[src/design/rtc_interval_map.vh]
// Register map and field constants of the interval interrupt timer
`ifndef RTC_INTERVAL_MAP_VH
`define RTC_INTERVAL_MAP_VH

// ==========================================================
// Bus geometry
`define ADDR_W 12
`define DATA_W 8

// ==========================================================
// Register byte addresses
`define ADDR_CLOCK_GATE 12'hf76
`define ADDR_RTC_CONTROL 12'hfc8
`define ADDR_IRQ_STATUS 12'hfc9
`define ADDR_IRQ_MASK 12'hfca

// ==========================================================
// Reset values
`define RESET_CLOCK_GATE 8'h00
`define RESET_RTC_CONTROL 8'h00
`define RESET_IRQ_STATUS 8'h00
`define RESET_IRQ_MASK 8'h00

// ==========================================================
// Field positions
`define CLOCK_GATE_BIT 5
`define RUN_BIT 0
`define SEL_LSB 1
`define SEL_MSB 3
`define SEL_W 3
`define PERIODIC_STATUS_BIT 0

// ==========================================================
// Counter geometry: longest period is 2^15 low-frequency cycles
`define COUNT_W 15
`define COUNT_ALL_ONES 15'h7fff

`endif

[src/design/rtc_interval_timer.v]
// Interval interrupt timer driven by the low-frequency clock
//
// Added by the designer: strobed register access.
`timescale 1ns/100ps
`include "rtc_interval_map.vh"

module rtc_interval_timer (
  input wire core_clk,
  input wire reset_n,
  input wire [`ADDR_W-1:0] addr,
  input wire [`DATA_W-1:0] wdata,
  input wire wr_en,
  input wire rd_en,
  output reg [`DATA_W-1:0] rdata,
  input wire low_frequency_clock,
  input wire low_freq_osc_enable,
  input wire stop_mode,
  input wire deep_sleep_mode,
  output reg periodic_interrupt_request,
  output reg irq
);

  // ==========================================================
  // Declarations
  reg rst_meta_reg;
  reg rst_sync_reg;
  wire rst_n;

  reg [`DATA_W-1:0] clock_gate_reg;
  reg [`DATA_W-1:0] clock_gate_next;
  reg counter_run_reg;
  reg counter_run_next;
  reg [`SEL_W-1:0] interval_select_reg;
  reg [`SEL_W-1:0] interval_select_next;
  reg [`DATA_W-1:0] irq_status_reg;
  reg [`DATA_W-1:0] irq_status_next;
  reg [`DATA_W-1:0] irq_mask_reg;
  reg [`DATA_W-1:0] irq_mask_next;
  reg [`DATA_W-1:0] rdata_next;

  reg lf_prev_reg;
  wire lf_level;
  wire lf_rise;
  wire rtc_clock_gate;
  wire power_down;
  wire counter_clear;
  wire counter_step;
  wire tick;

  wire hit_clock_gate;
  wire hit_control;
  wire hit_status;
  wire hit_mask;
  wire [`DATA_W-1:0] control_view;

  // ==========================================================
  // Reset release
  // Assert at once, release through two flops to avoid recovery races
  always @(posedge core_clk or negedge reset_n) begin
    if (!reset_n) begin
      rst_meta_reg <= 1'b0;
      rst_sync_reg <= 1'b0;
    end else begin
      rst_meta_reg <= 1'b1;
      rst_sync_reg <= rst_meta_reg;
    end
  end

  // Internal reset for every flop below
  assign rst_n = rst_sync_reg;

  // ==========================================================
  // Low-frequency clock sampling
  // The slow clock is a pin, so it is sampled, not used as a clock;
  // at 200 MHz a 32 kHz edge is caught with huge margin
  level_sync lf_sync (
    .clk(core_clk),
    .rst_n(rst_n),
    .async_in(low_frequency_clock),
    .sync_out(lf_level)
  );

  // Reset level matches the idle-low pin, so no false edge after reset
  // Edge detector reads the synchronised copy only
  always @(posedge core_clk or negedge rst_n) begin
    if (!rst_n) begin
      lf_prev_reg <= 1'b0;
    end else begin
      lf_prev_reg <= lf_level;
    end
  end

  assign lf_rise = lf_level & ~lf_prev_reg;

  // ==========================================================
  // Address decode
  // Exact match on every address bit, so no aliases answer
  assign hit_clock_gate = (addr == `ADDR_CLOCK_GATE);
  assign hit_control = (addr == `ADDR_RTC_CONTROL);
  assign hit_status = (addr == `ADDR_IRQ_STATUS);
  assign hit_mask = (addr == `ADDR_IRQ_MASK);

  // Gate bit that supplies the basic clock to the timer
  assign rtc_clock_gate = clock_gate_reg[`CLOCK_GATE_BIT];

  // Any of these conditions stops the slow clock or the timer
  assign power_down = ~low_freq_osc_enable | stop_mode | deep_sleep_mode;

  // Control register as software sees it; top nibble is constant zero
  assign control_view = {4'h0, interval_select_reg, counter_run_reg};

  // ==========================================================
  // Clock gate register
  // All eight bits are plain storage; only one steers this block
  always @* begin
    clock_gate_next = clock_gate_reg;
    if (wr_en && hit_clock_gate) begin
      clock_gate_next = wdata;
    end
  end

  // ==========================================================
  // Run bit and interval select
  // With the gate off the control register takes no writes, since its
  // clock is withheld; power-down clears run and has the last word
  always @* begin
    counter_run_next = counter_run_reg;
    if (wr_en && hit_control && rtc_clock_gate) begin
      counter_run_next = wdata[`RUN_BIT];
    end
    // Also beats a same-cycle start, so run never rises while powered down
    if (power_down) begin
      counter_run_next = 1'b0;
    end
  end

  // Select moves only while stopped, the starting write included;
  // a stopping write leaves it alone
  always @* begin
    interval_select_next = interval_select_reg;
    if (wr_en && hit_control && rtc_clock_gate) begin
      if (!counter_run_reg && wdata[`RUN_BIT]) begin
        interval_select_next = wdata[`SEL_MSB:`SEL_LSB];
      end else if (!counter_run_reg) begin
        interval_select_next = wdata[`SEL_MSB:`SEL_LSB];
      end
    end
  end

  // ==========================================================
  // Interrupt status and mask
  // A tick in the same cycle as the clearing read is kept: set wins
  always @* begin
    irq_status_next = irq_status_reg;
    if (rd_en && hit_status) begin
      irq_status_next = {`DATA_W{1'b0}};
    end
    if (tick) begin
      irq_status_next[`PERIODIC_STATUS_BIT] = 1'b1;
    end
  end

  // Only the periodic bit exists; the rest read as zero
  always @* begin
    irq_mask_next = irq_mask_reg;
    if (wr_en && hit_mask) begin
      irq_mask_next = {`DATA_W{1'b0}};
      irq_mask_next[`PERIODIC_STATUS_BIT] = wdata[`PERIODIC_STATUS_BIT];
    end
  end

  // ==========================================================
  // Read data mux
  // Unmapped addresses answer zero; data stand for one cycle only
  always @* begin
    rdata_next = {`DATA_W{1'b0}};
    if (rd_en) begin
      case (addr)
        `ADDR_CLOCK_GATE: begin
          rdata_next = clock_gate_reg;
        end
        `ADDR_RTC_CONTROL: begin
          rdata_next = control_view;
        end
        `ADDR_IRQ_STATUS: begin
          rdata_next = irq_status_reg;
        end
        `ADDR_IRQ_MASK: begin
          rdata_next = irq_mask_reg;
        end
        default: begin
          rdata_next = {`DATA_W{1'b0}};
        end
      endcase
    end
  end

  // ==========================================================
  // Register update
  // One process per register keeps each reset value beside its use
  always @(posedge core_clk or negedge rst_n) begin
    if (!rst_n) begin
      clock_gate_reg <= `RESET_CLOCK_GATE;
    end else begin
      clock_gate_reg <= clock_gate_next;
    end
  end

  // Run reads zero straight after reset release
  always @(posedge core_clk or negedge rst_n) begin
    if (!rst_n) begin
      counter_run_reg <= 1'b0;
    end else begin
      counter_run_reg <= counter_run_next;
    end
  end

  // Select survives every stop; only reset or a control write while stopped changes it
  always @(posedge core_clk or negedge rst_n) begin
    if (!rst_n) begin
      interval_select_reg <= {`SEL_W{1'b0}};
    end else begin
      interval_select_reg <= interval_select_next;
    end
  end

  // Sticky status bits
  always @(posedge core_clk or negedge rst_n) begin
    if (!rst_n) begin
      irq_status_reg <= `RESET_IRQ_STATUS;
    end else begin
      irq_status_reg <= irq_status_next;
    end
  end

  // Mask bits
  always @(posedge core_clk or negedge rst_n) begin
    if (!rst_n) begin
      irq_mask_reg <= `RESET_IRQ_MASK;
    end else begin
      irq_mask_reg <= irq_mask_next;
    end
  end

  // Read data register, zero whenever no read is answered
  always @(posedge core_clk or negedge rst_n) begin
    if (!rst_n) begin
      rdata <= {`DATA_W{1'b0}};
    end else begin
      rdata <= rdata_next;
    end
  end

  // ==========================================================
  // Counter control
  // Stopped or ungated means held at zero; a gate dropped mid-run
  // freezes the timer at zero, which software must not rely on
  assign counter_clear = ~counter_run_reg | ~rtc_clock_gate;

  // One step per detected rising edge of the slow clock
  assign counter_step = lf_rise;

  interval_counter counter (
    .clk(core_clk),
    .rst_n(rst_n),
    .clear(counter_clear),
    .step(counter_step),
    .sel(interval_select_reg),
    .tick(tick)
  );

  // ==========================================================
  // Interrupt outputs
  // Request is the raw one-cycle tick; irq is the masked sticky level
  always @(posedge core_clk or negedge rst_n) begin
    if (!rst_n) begin
      periodic_interrupt_request <= 1'b0;
    end else begin
      periodic_interrupt_request <= tick;
    end
  end

  // Built from next values so irq rises with the status bit itself
  always @(posedge core_clk or negedge rst_n) begin
    if (!rst_n) begin
      irq <= 1'b0;
    end else begin
      irq <= |(irq_status_next & irq_mask_next);
    end
  end

endmodule // rtc_interval_timer

[src/design/level_sync.v]
// Two flip-flop synchroniser for a level from outside the clock domain
`timescale 1ns/100ps

module level_sync (
  input wire clk,
  input wire rst_n,
  input wire async_in,
  output reg sync_out
);

  reg meta_reg;

  // ==========================================================
  // Synchroniser chain
  // First stage feeds the second stage only, nothing else looks at it
  always @(posedge clk or negedge rst_n) begin
    if (!rst_n) begin
      meta_reg <= 1'b0;
      sync_out <= 1'b0;
    end else begin
      meta_reg <= async_in;
      sync_out <= meta_reg;
    end
  end

endmodule // level_sync

[src/design/interval_counter.v]
// Free-running binary counter with selectable power-of-two tick
`timescale 1ns/100ps
`include "rtc_interval_map.vh"

module interval_counter (
  input wire clk,
  input wire rst_n,
  input wire clear,
  input wire step,
  input wire [`SEL_W-1:0] sel,
  output reg tick
);

  reg [`COUNT_W-1:0] count_reg;
  wire [`COUNT_W-1:0] window_mask;
  wire boundary;

  // ==========================================================
  // Period select
  // Code 0 watches all 15 bits, each higher code drops one top bit
  assign window_mask = `COUNT_ALL_ONES >> sel;
  assign boundary = ((count_reg & window_mask) == window_mask);

  // ==========================================================
  // Counter and tick
  // Clear wins over step so a stop always lands on zero
  always @(posedge clk or negedge rst_n) begin
    if (!rst_n) begin
      count_reg <= {`COUNT_W{1'b0}};
      tick <= 1'b0;
    end else if (clear) begin
      count_reg <= {`COUNT_W{1'b0}};
      tick <= 1'b0;
    end else begin
      if (step) begin
        count_reg <= count_reg + 1'b1;
      end
      // Wraps on through the boundary, never halts
      tick <= step & boundary;
    end
  end

endmodule // interval_counter

[config.mk]
export PLATFORM = sky130hd
export DESIGN_NAME = rtc_interval_timer
export DESIGN_NICKNAME = d
export VERILOG_FILES = /design/src/design/rtc_interval_timer.v /design/src/design/level_sync.v /design/src/design/interval_counter.v
export VERILOG_INCLUDE_DIRS = /design/src /design/src/design
export SDC_FILE = /design/constraint.sdc
export NUM_CORES = 1
export LEC_CHECK = 0
export ABC_AREA = 1
export BUFFER_PORTS_ARGS = -buffer_cell sky130_fd_sc_hd__buf_4
export CAP_MARGIN = 10
export CELL_PAD_IN_SITES_DETAIL_PLACEMENT = 0
export CELL_PAD_IN_SITES_GLOBAL_PLACEMENT = 2
export CORE_MARGIN = 2
export CORE_UTILIZATION = 34
export DETAILED_ROUTE_END_ITERATION = 16
export PLACE_DENSITY_LB_ADDON = 0.08
export SYNTH_ARGS = -nofsm -noshare
export SYNTH_HDL_FRONTEND = slang
export SYNTH_HIERARCHICAL = 1
export SYNTH_SLANG_ARGS = --single-unit
[constraint.sdc]
create_clock -name core_clk -period 1.9 [get_ports core_clk]
set_input_delay 0.38 -clock core_clk [delete_from_list [all_inputs] [get_ports core_clk]]
set_output_delay 0.38 -clock core_clk [all_outputs]
set_load 0.01 [all_outputs]
==> impl_metrics.tcl, run 1 <==
set metrics [dict create \
    placed_cell_area_sq_mm 0.003251 \
    syn-num-nets 373 \
    syn_area_per_cell_sq_um 8.235 \
    ys_types 29 \
    cts_tree "yes" \
    drc 0 \
    antenna_found_initial 0 \
    avgViaCountPerCell 4.466 \
    synthArstFlopShare_pct 100.0 \
    grt_pass1_wl_um 10700 \
    cp_max_fo 7 \
    p_per_area_mw_per_mm2 750.3 \
    synth-seq-cells 59 \
    grt_pass1_vias 2272 \
    crit_required_ns 2.13 \
    maxCapViolCount 0 \
    worst_setup_path_end_kind "flop" \
    ant_nets 0 \
    syn_to_final_growth_pct 22.61 \
    clock_skew_ns 0.01111 \
    synth_ff_type "dfrtp_1" \
    fill_cells 843 \
    p_total_w 0.002606 \
    grt_use_total_pct 15.73 \
    routed_wl_um 6353 \
    period_needed_ns 1.472 \
    final_common_cell "nand2_1" \
    pre_cts_ws_ns 0.1703 \
    diodes 0 \
    drive_above_1_share_pct 22.92 \
    fp.dieW_um 95.28 \
    p_leak_nw 1.742 \
    fin_util_pct 42.70 \
    pin_count 38 \
    dp_hpwl_um 4689 \
    crit_path_start_kind "flop" \
    cts_made_buffers 9 \
    portBuffers 37 \
    netlist_area_sq_mm 0.002833 \
    synth_edf_count 0 \
    cts_setup_buffers 0 \
    setup_ws_ns 0.4282 \
    final_cell_mix "nand2_1, dfrtp_1, inv_1, buf_4, nor2_1" \
    dr.first_iter.drc_count 79 \
    largest_reg_flops 15 \
    synth_cells 344 \
    crit_start "lf_prev_reg" \
    place.gp.congestion 0.7499 \
    dieArea_sq_mm 0.009077 \
    nets 421 \
    wl_per_cell_um 12.66 \
    root_buffer "clkbuf_8" \
    htreeDepth 3 \
    vias 2242 \
    clock_path_buffers 2 \
    rsz0062_at_grt "no" \
    hold_viol 0 \
    core_sq_mm 0.008134 \
    cp_data_arrival_time_ns 1.70 \
    initial_core_util_pct 34.83 \
    overflow 0 \
    status "finished clean" \
    clk-insertion-delay-late_ns 0.34 \
    num_rows 33 \
    drt_first_pass_iters 4 \
    die_h_um 95.28 \
    fmax_ghz 0.6794 \
    min_period_over_period_pct 77.46 \
    slew_viol_final 0 \
    hp-start "low_frequency_clock" \
    clock-sinks 59 \
    synth_warnings 6 \
    max-vdd-ir-drop_uv 329.1 \
    setup_tns_ns 0 \
    postLayoutCellArea_sq_mm 0.003473 \
    worst-setup-path-type "reg -> reg" \
    post_cts_resized 0 \
    setup_violations 0 \
    path_clk_slew_ns 0.06 \
    hold_class "in -> reg" \
    r2r_start "lf_prev_reg" \
    grt_max_degree 58 \
    synth_seq_area_share_pct 52.12 \
]
[synthesized netlist by cell type, types with 2 or more instances]
master   number  share of area (%)
a21oi_1       9                1.6
a31oi_1       2               0.44
dfrtp_1      59                 52
inv_1        50                6.6
inv_2         3               0.40
nand2_1      94                 12
nand2_2       6                1.3
nand3_1      17                3.0
nand3_2       2               0.71
nand3_4       2                1.2
nand4_1       5                1.1
nor2_1       38                5.0
nor2_2       12                2.7
nor2_4        8                3.2
nor3_1        4               0.71
o21ai_0      11                1.9
o21ai_1       8                1.4
o22ai_1       3               0.66
[layout make-up]
cell class | instances | area [sq um] | share of cell area [%]
Clock buffer | 12 | 165.2 | 4.755
Multi-Input combinational cell | 228 | 1130 | 32.53
Clock inverter | 4 | 47.55 | 1.369
Inverter | 53 | 198.9 | 5.728
Timing Repair Buffer | 41 | 322.8 | 9.294
Tap cell | 105 | 131.4 | 3.782
Sequential cell | 59 | 1478 | 42.54
[critical path, stage by stage, from the launching register on]
cell and delay (ns):
dfrtp_1 0.36, nor2_1 0.32, nor2_4 0.11, nor2_4 0.21
nand2_2 0.10, nor2_2 0.12, nand2_1 0.06, nand2_1 0.05
nor2_1 0.03
[stage by stage]
| stage | std cells | hold WS [ns] |
|---|---|---|
| CTS | 502 | 0.1277 |
| global placement | 485 | 0.1620 |
| detailed placement | 485 | 0.1661 |
| global route | 502 | 0.1232 |
| floorplan | 344 | 0.08441 |
| finish | 502 | 0.1520 |
[path summary, 6_finish.rpt]
| check | to | slack (ns) | depth (start not counted) |
|---|---|---|---|
| setup reg to reg | counter/count_reg[12] | 0.43 | 8 |
| hold / removal | lf_sync/meta_reg | 0.15 | 1 |
| max in group asynchronous | rdata[3] | 1.37 | 1 |
| min in group asynchronous | counter/count_reg[10] | 0.23 | 1 |
| hold reg to reg | counter/count_reg[10] | 0.23 | 1 |
| setup / recovery | counter/count_reg[12] | 0.43 | 8 |
[routing by layer]
layer / up-vias / wire length, um / track usage, %
li1: 1161 / - / -
met1: 1043 / 2903 / 18.99
met2: 26 / 3164 / 26.82
met3: 12 / 177 / 4.032
met4: 0 / 108 / 6.159
met5: - / 0 / 0
[kinds of logic (layout without fill, tap and decap cells)]
family	Yosys count	count (layout)	synth area share, %
adder cells (fa/ha/maj)	1	1	0.4416
AND/OR/NAND/NOR	190	190	32.38
other	1	1	0.1324
flip-flops	59	59	52.12
XOR/XNOR	1	1	0.3092
AO/OA/AOI/OAI	35	35	6.625
buffers and inverters	57	110	7.994
[repair_timing]
action                                  4_1_cts  5_1_grt
endpoints found under the setup margin        0        0
hold buffers                                  1        0
endpoints found under the hold margin         2        0
[power breakdown]
group | internal [W] | switching [W]
registers | 0.00126 | 0.00000362
logic | 0.0000516 | 0.0000670
clock network | 0.000708 | 0.000511
(Power assumes the default switching activity.)
==> run 2, diff against run 1 <==
--- a/config.mk
+++ b/config.mk
@@ -12,7 +12,7 @@
 export CELL_PAD_IN_SITES_DETAIL_PLACEMENT = 0
 export CELL_PAD_IN_SITES_GLOBAL_PLACEMENT = 2
 export CORE_MARGIN = 2
-export CORE_UTILIZATION = 34
+export CORE_UTILIZATION = 31
 export DETAILED_ROUTE_END_ITERATION = 16
 export PLACE_DENSITY_LB_ADDON = 0.08
 export SYNTH_ARGS = -nofsm -noshare
==> constraint.sdc (replaced) <==
create_clock -name core_clk -period 1.2 [get_ports core_clk]
set_input_delay 0.24 -clock core_clk [delete_from_list [all_inputs] [get_ports core_clk]]
set_output_delay 0.24 -clock core_clk [all_outputs]
set_load 0.01 [all_outputs]
==> impl_metrics.tcl, run 2 (same netlist as run 1, synthesis figures left out) <==
set metrics [dict create \
    crit_required_ns 1.47 \
    overflow 0 \
    initial_core_util_pct 32.17 \
    root_buffer "clkbuf_8" \
    rsz0062_at_grt "yes" \
    clock-sinks 59 \
    worst_setup_path_end_kind "flop" \
    maxCapViolCount 0 \
    nets 455 \
    clk-insertion-delay-late_ns 0.34 \
    grt_pass1_vias 2469 \
    r2r_start "counter/count_reg[0]" \
    slowest_delay_ns 0.40 \
    ant_nets 0 \
    min_path_cells 3 \
    cts_tree "yes" \
    hold_class "in -> reg" \
    cp_max_fo 4 \
    setup_ws_ns -0.06678 \
    clock_path_buffers 2 \
    worstPathCellList "ha_4 -> nand3_4 -> nor2_4 -> buf_4 -> nand4_1 -> a21oi_1" \
    fin_util_pct 44.63 \
    status "finished with violations" \
    drt_first_pass_iters 4 \
    hold_viol 0 \
    die_h_um 99.59 \
    slew_viol_final 0 \
    worst-setup-path-type "reg -> reg" \
    syn_to_final_growth_pct 38.74 \
    drive_above_1_share_pct 34.80 \
    pin_count 38 \
    largest_reg_flops 15 \
    p_leak_nw 1.969 \
    antenna_found_initial 0 \
    dp_hpwl_um 5104 \
    setup_tns_ns -0.2946 \
    period_needed_ns 1.267 \
    vias 2387 \
    fill_cells 897 \
    final_cell_mix "nand2_1, buf_4, dfrtp_1, inv_1, nor2_1" \
    grt_pass1_wl_um 12030 \
    crit_path_top_delay_cell "dfrtp_1" \
    grt_max_degree 37 \
    violations "negative setup slack" \
    place.gp.congestion 0.7208 \
    portBuffers 37 \
    core_sq_mm 0.008806 \
    grt_use_total_pct 15.77 \
    dr.first_iter.drc_count 78 \
    fp.dieW_um 99.59 \
    p_per_area_mw_per_mm2 1100 \
    avgViaCountPerCell 4.429 \
    fmax_ghz 0.7894 \
    max-vdd-ir-drop_uv 759.9 \
    dieArea_sq_mm 0.009918 \
    reg2reg_depth 6 \
    min_period_over_period_pct 105.6 \
    drc 0 \
    r2r-end "counter/count_reg[8]" \
    clock_skew_ns 0.008407 \
    diodes 0 \
    wl_per_cell_um 12.81 \
    final_common_cell "nand2_1" \
    setup_violations 10 \
    hold_slack_ns 0.1334 \
    htreeDepth 3 \
    routed_wl_um 6904 \
    crit_path_start_kind "flop" \
    num_rows 34 \
    reg2reg_slack_ns -0.07 \
    cts_made_buffers 9 \
    cp_data_arrival_time_ns 1.54 \
    hp-start "wdata[7]" \
    whs_endpoint "clock_gate_reg[7]" \
    path_clk_slew_ns 0.07 \
]
==> run 2: final cells by class <==
type                            instances  area (sq um)  share of cell area [%]
Sequential cell                        59          1478                   37.60
Multi-Input combinational cell        228          1247                   31.74
Timing Repair Buffer                   75         625.6                   15.92
Inverter                               53         216.5                   5.508
Clock buffer                           12         155.1                   3.948
Tap cell                              108         135.1                   3.438
Clock inverter                          4         72.57                   1.847
==> run 2: what timing repair did <==
action / in CTS / in global routing
hold buffers: 2 / 0
pin swaps: 4 / 12
endpoints found under the hold margin: 3 / 0
buffers inserted: 3 / 2
cloned: 0 / 0
gates resized for setup: 11 / 22
endpoints found under the setup margin: 13 / 19
==> run 2: power by group <==
| part | total, W | internal, W | leakage, nW | switching, W |
|---|---|---|---|---|
| sequential | 0.00201 | 0.00200 | 0.729 | 0.00000697 |
| combinational | 0.000228 | 0.000106 | 1.13 | 0.000123 |
| clock | 0.00209 | 0.00128 | 0.113 | 0.000807 |
| total | 0.00432 | 0.00339 | 1.97 | 0.000937 |
==> run 2: stage by stage <==
step	area [sq um]	std cells	total power (W)	worst slack (ns)
floorplan	2874	344	0.002139	0.0003247
global placement	3530	516	0.002265	-0.2557
finish	3930	539	0.004325	-0.06678
CTS	3841	537	0.004382	-0.08060
detailed placement	3530	516	0.002267	-0.2924
global route	3930	539	0.004512	-0.1806
==> run 2: worst max-delay path by stage <==
stage                               startpoint  cells past startpoint               endpoint  slack, ns
final                     counter/count_reg[0]                      6   counter/count_reg[8]      -0.07
after global routing      counter/count_reg[0]                      6   counter/count_reg[8]      -0.18
after CTS                 counter/count_reg[0]                      8  counter/count_reg[12]      -0.08
after detailed placement               addr[5]                     11                    irq      -0.29
after global placement                 addr[5]                     11                    irq      -0.26
after floorplan                        addr[5]                     10                    irq     0.0003
==> run 2: metal layers <==
| layer | part of all wire (%) | vias up | track usage [%] |
|---|---|---|---|
| met4 | 1.8 | 0 | 6.639 |
| met2 | 41 | 33 | 22.14 |
| li1 | - | 1239 | - |
| met5 | 0 | - | 0 |
| met3 | 3.0 | 10 | 3.373 |
| met1 | 54 | 1105 | 23.40 |
==> run 2: critical path: cells and delay by family, from the launching register on <==
kind / cells / cell delay [ns]
buffers and inverters: 1 / 0.15
DFF: 1 / 0.40
and+or+nand+nor: 3 / 0.35
adders and majority gates: 1 / 0.16
AOI/OAI and AO/OA: 1 / 0.13
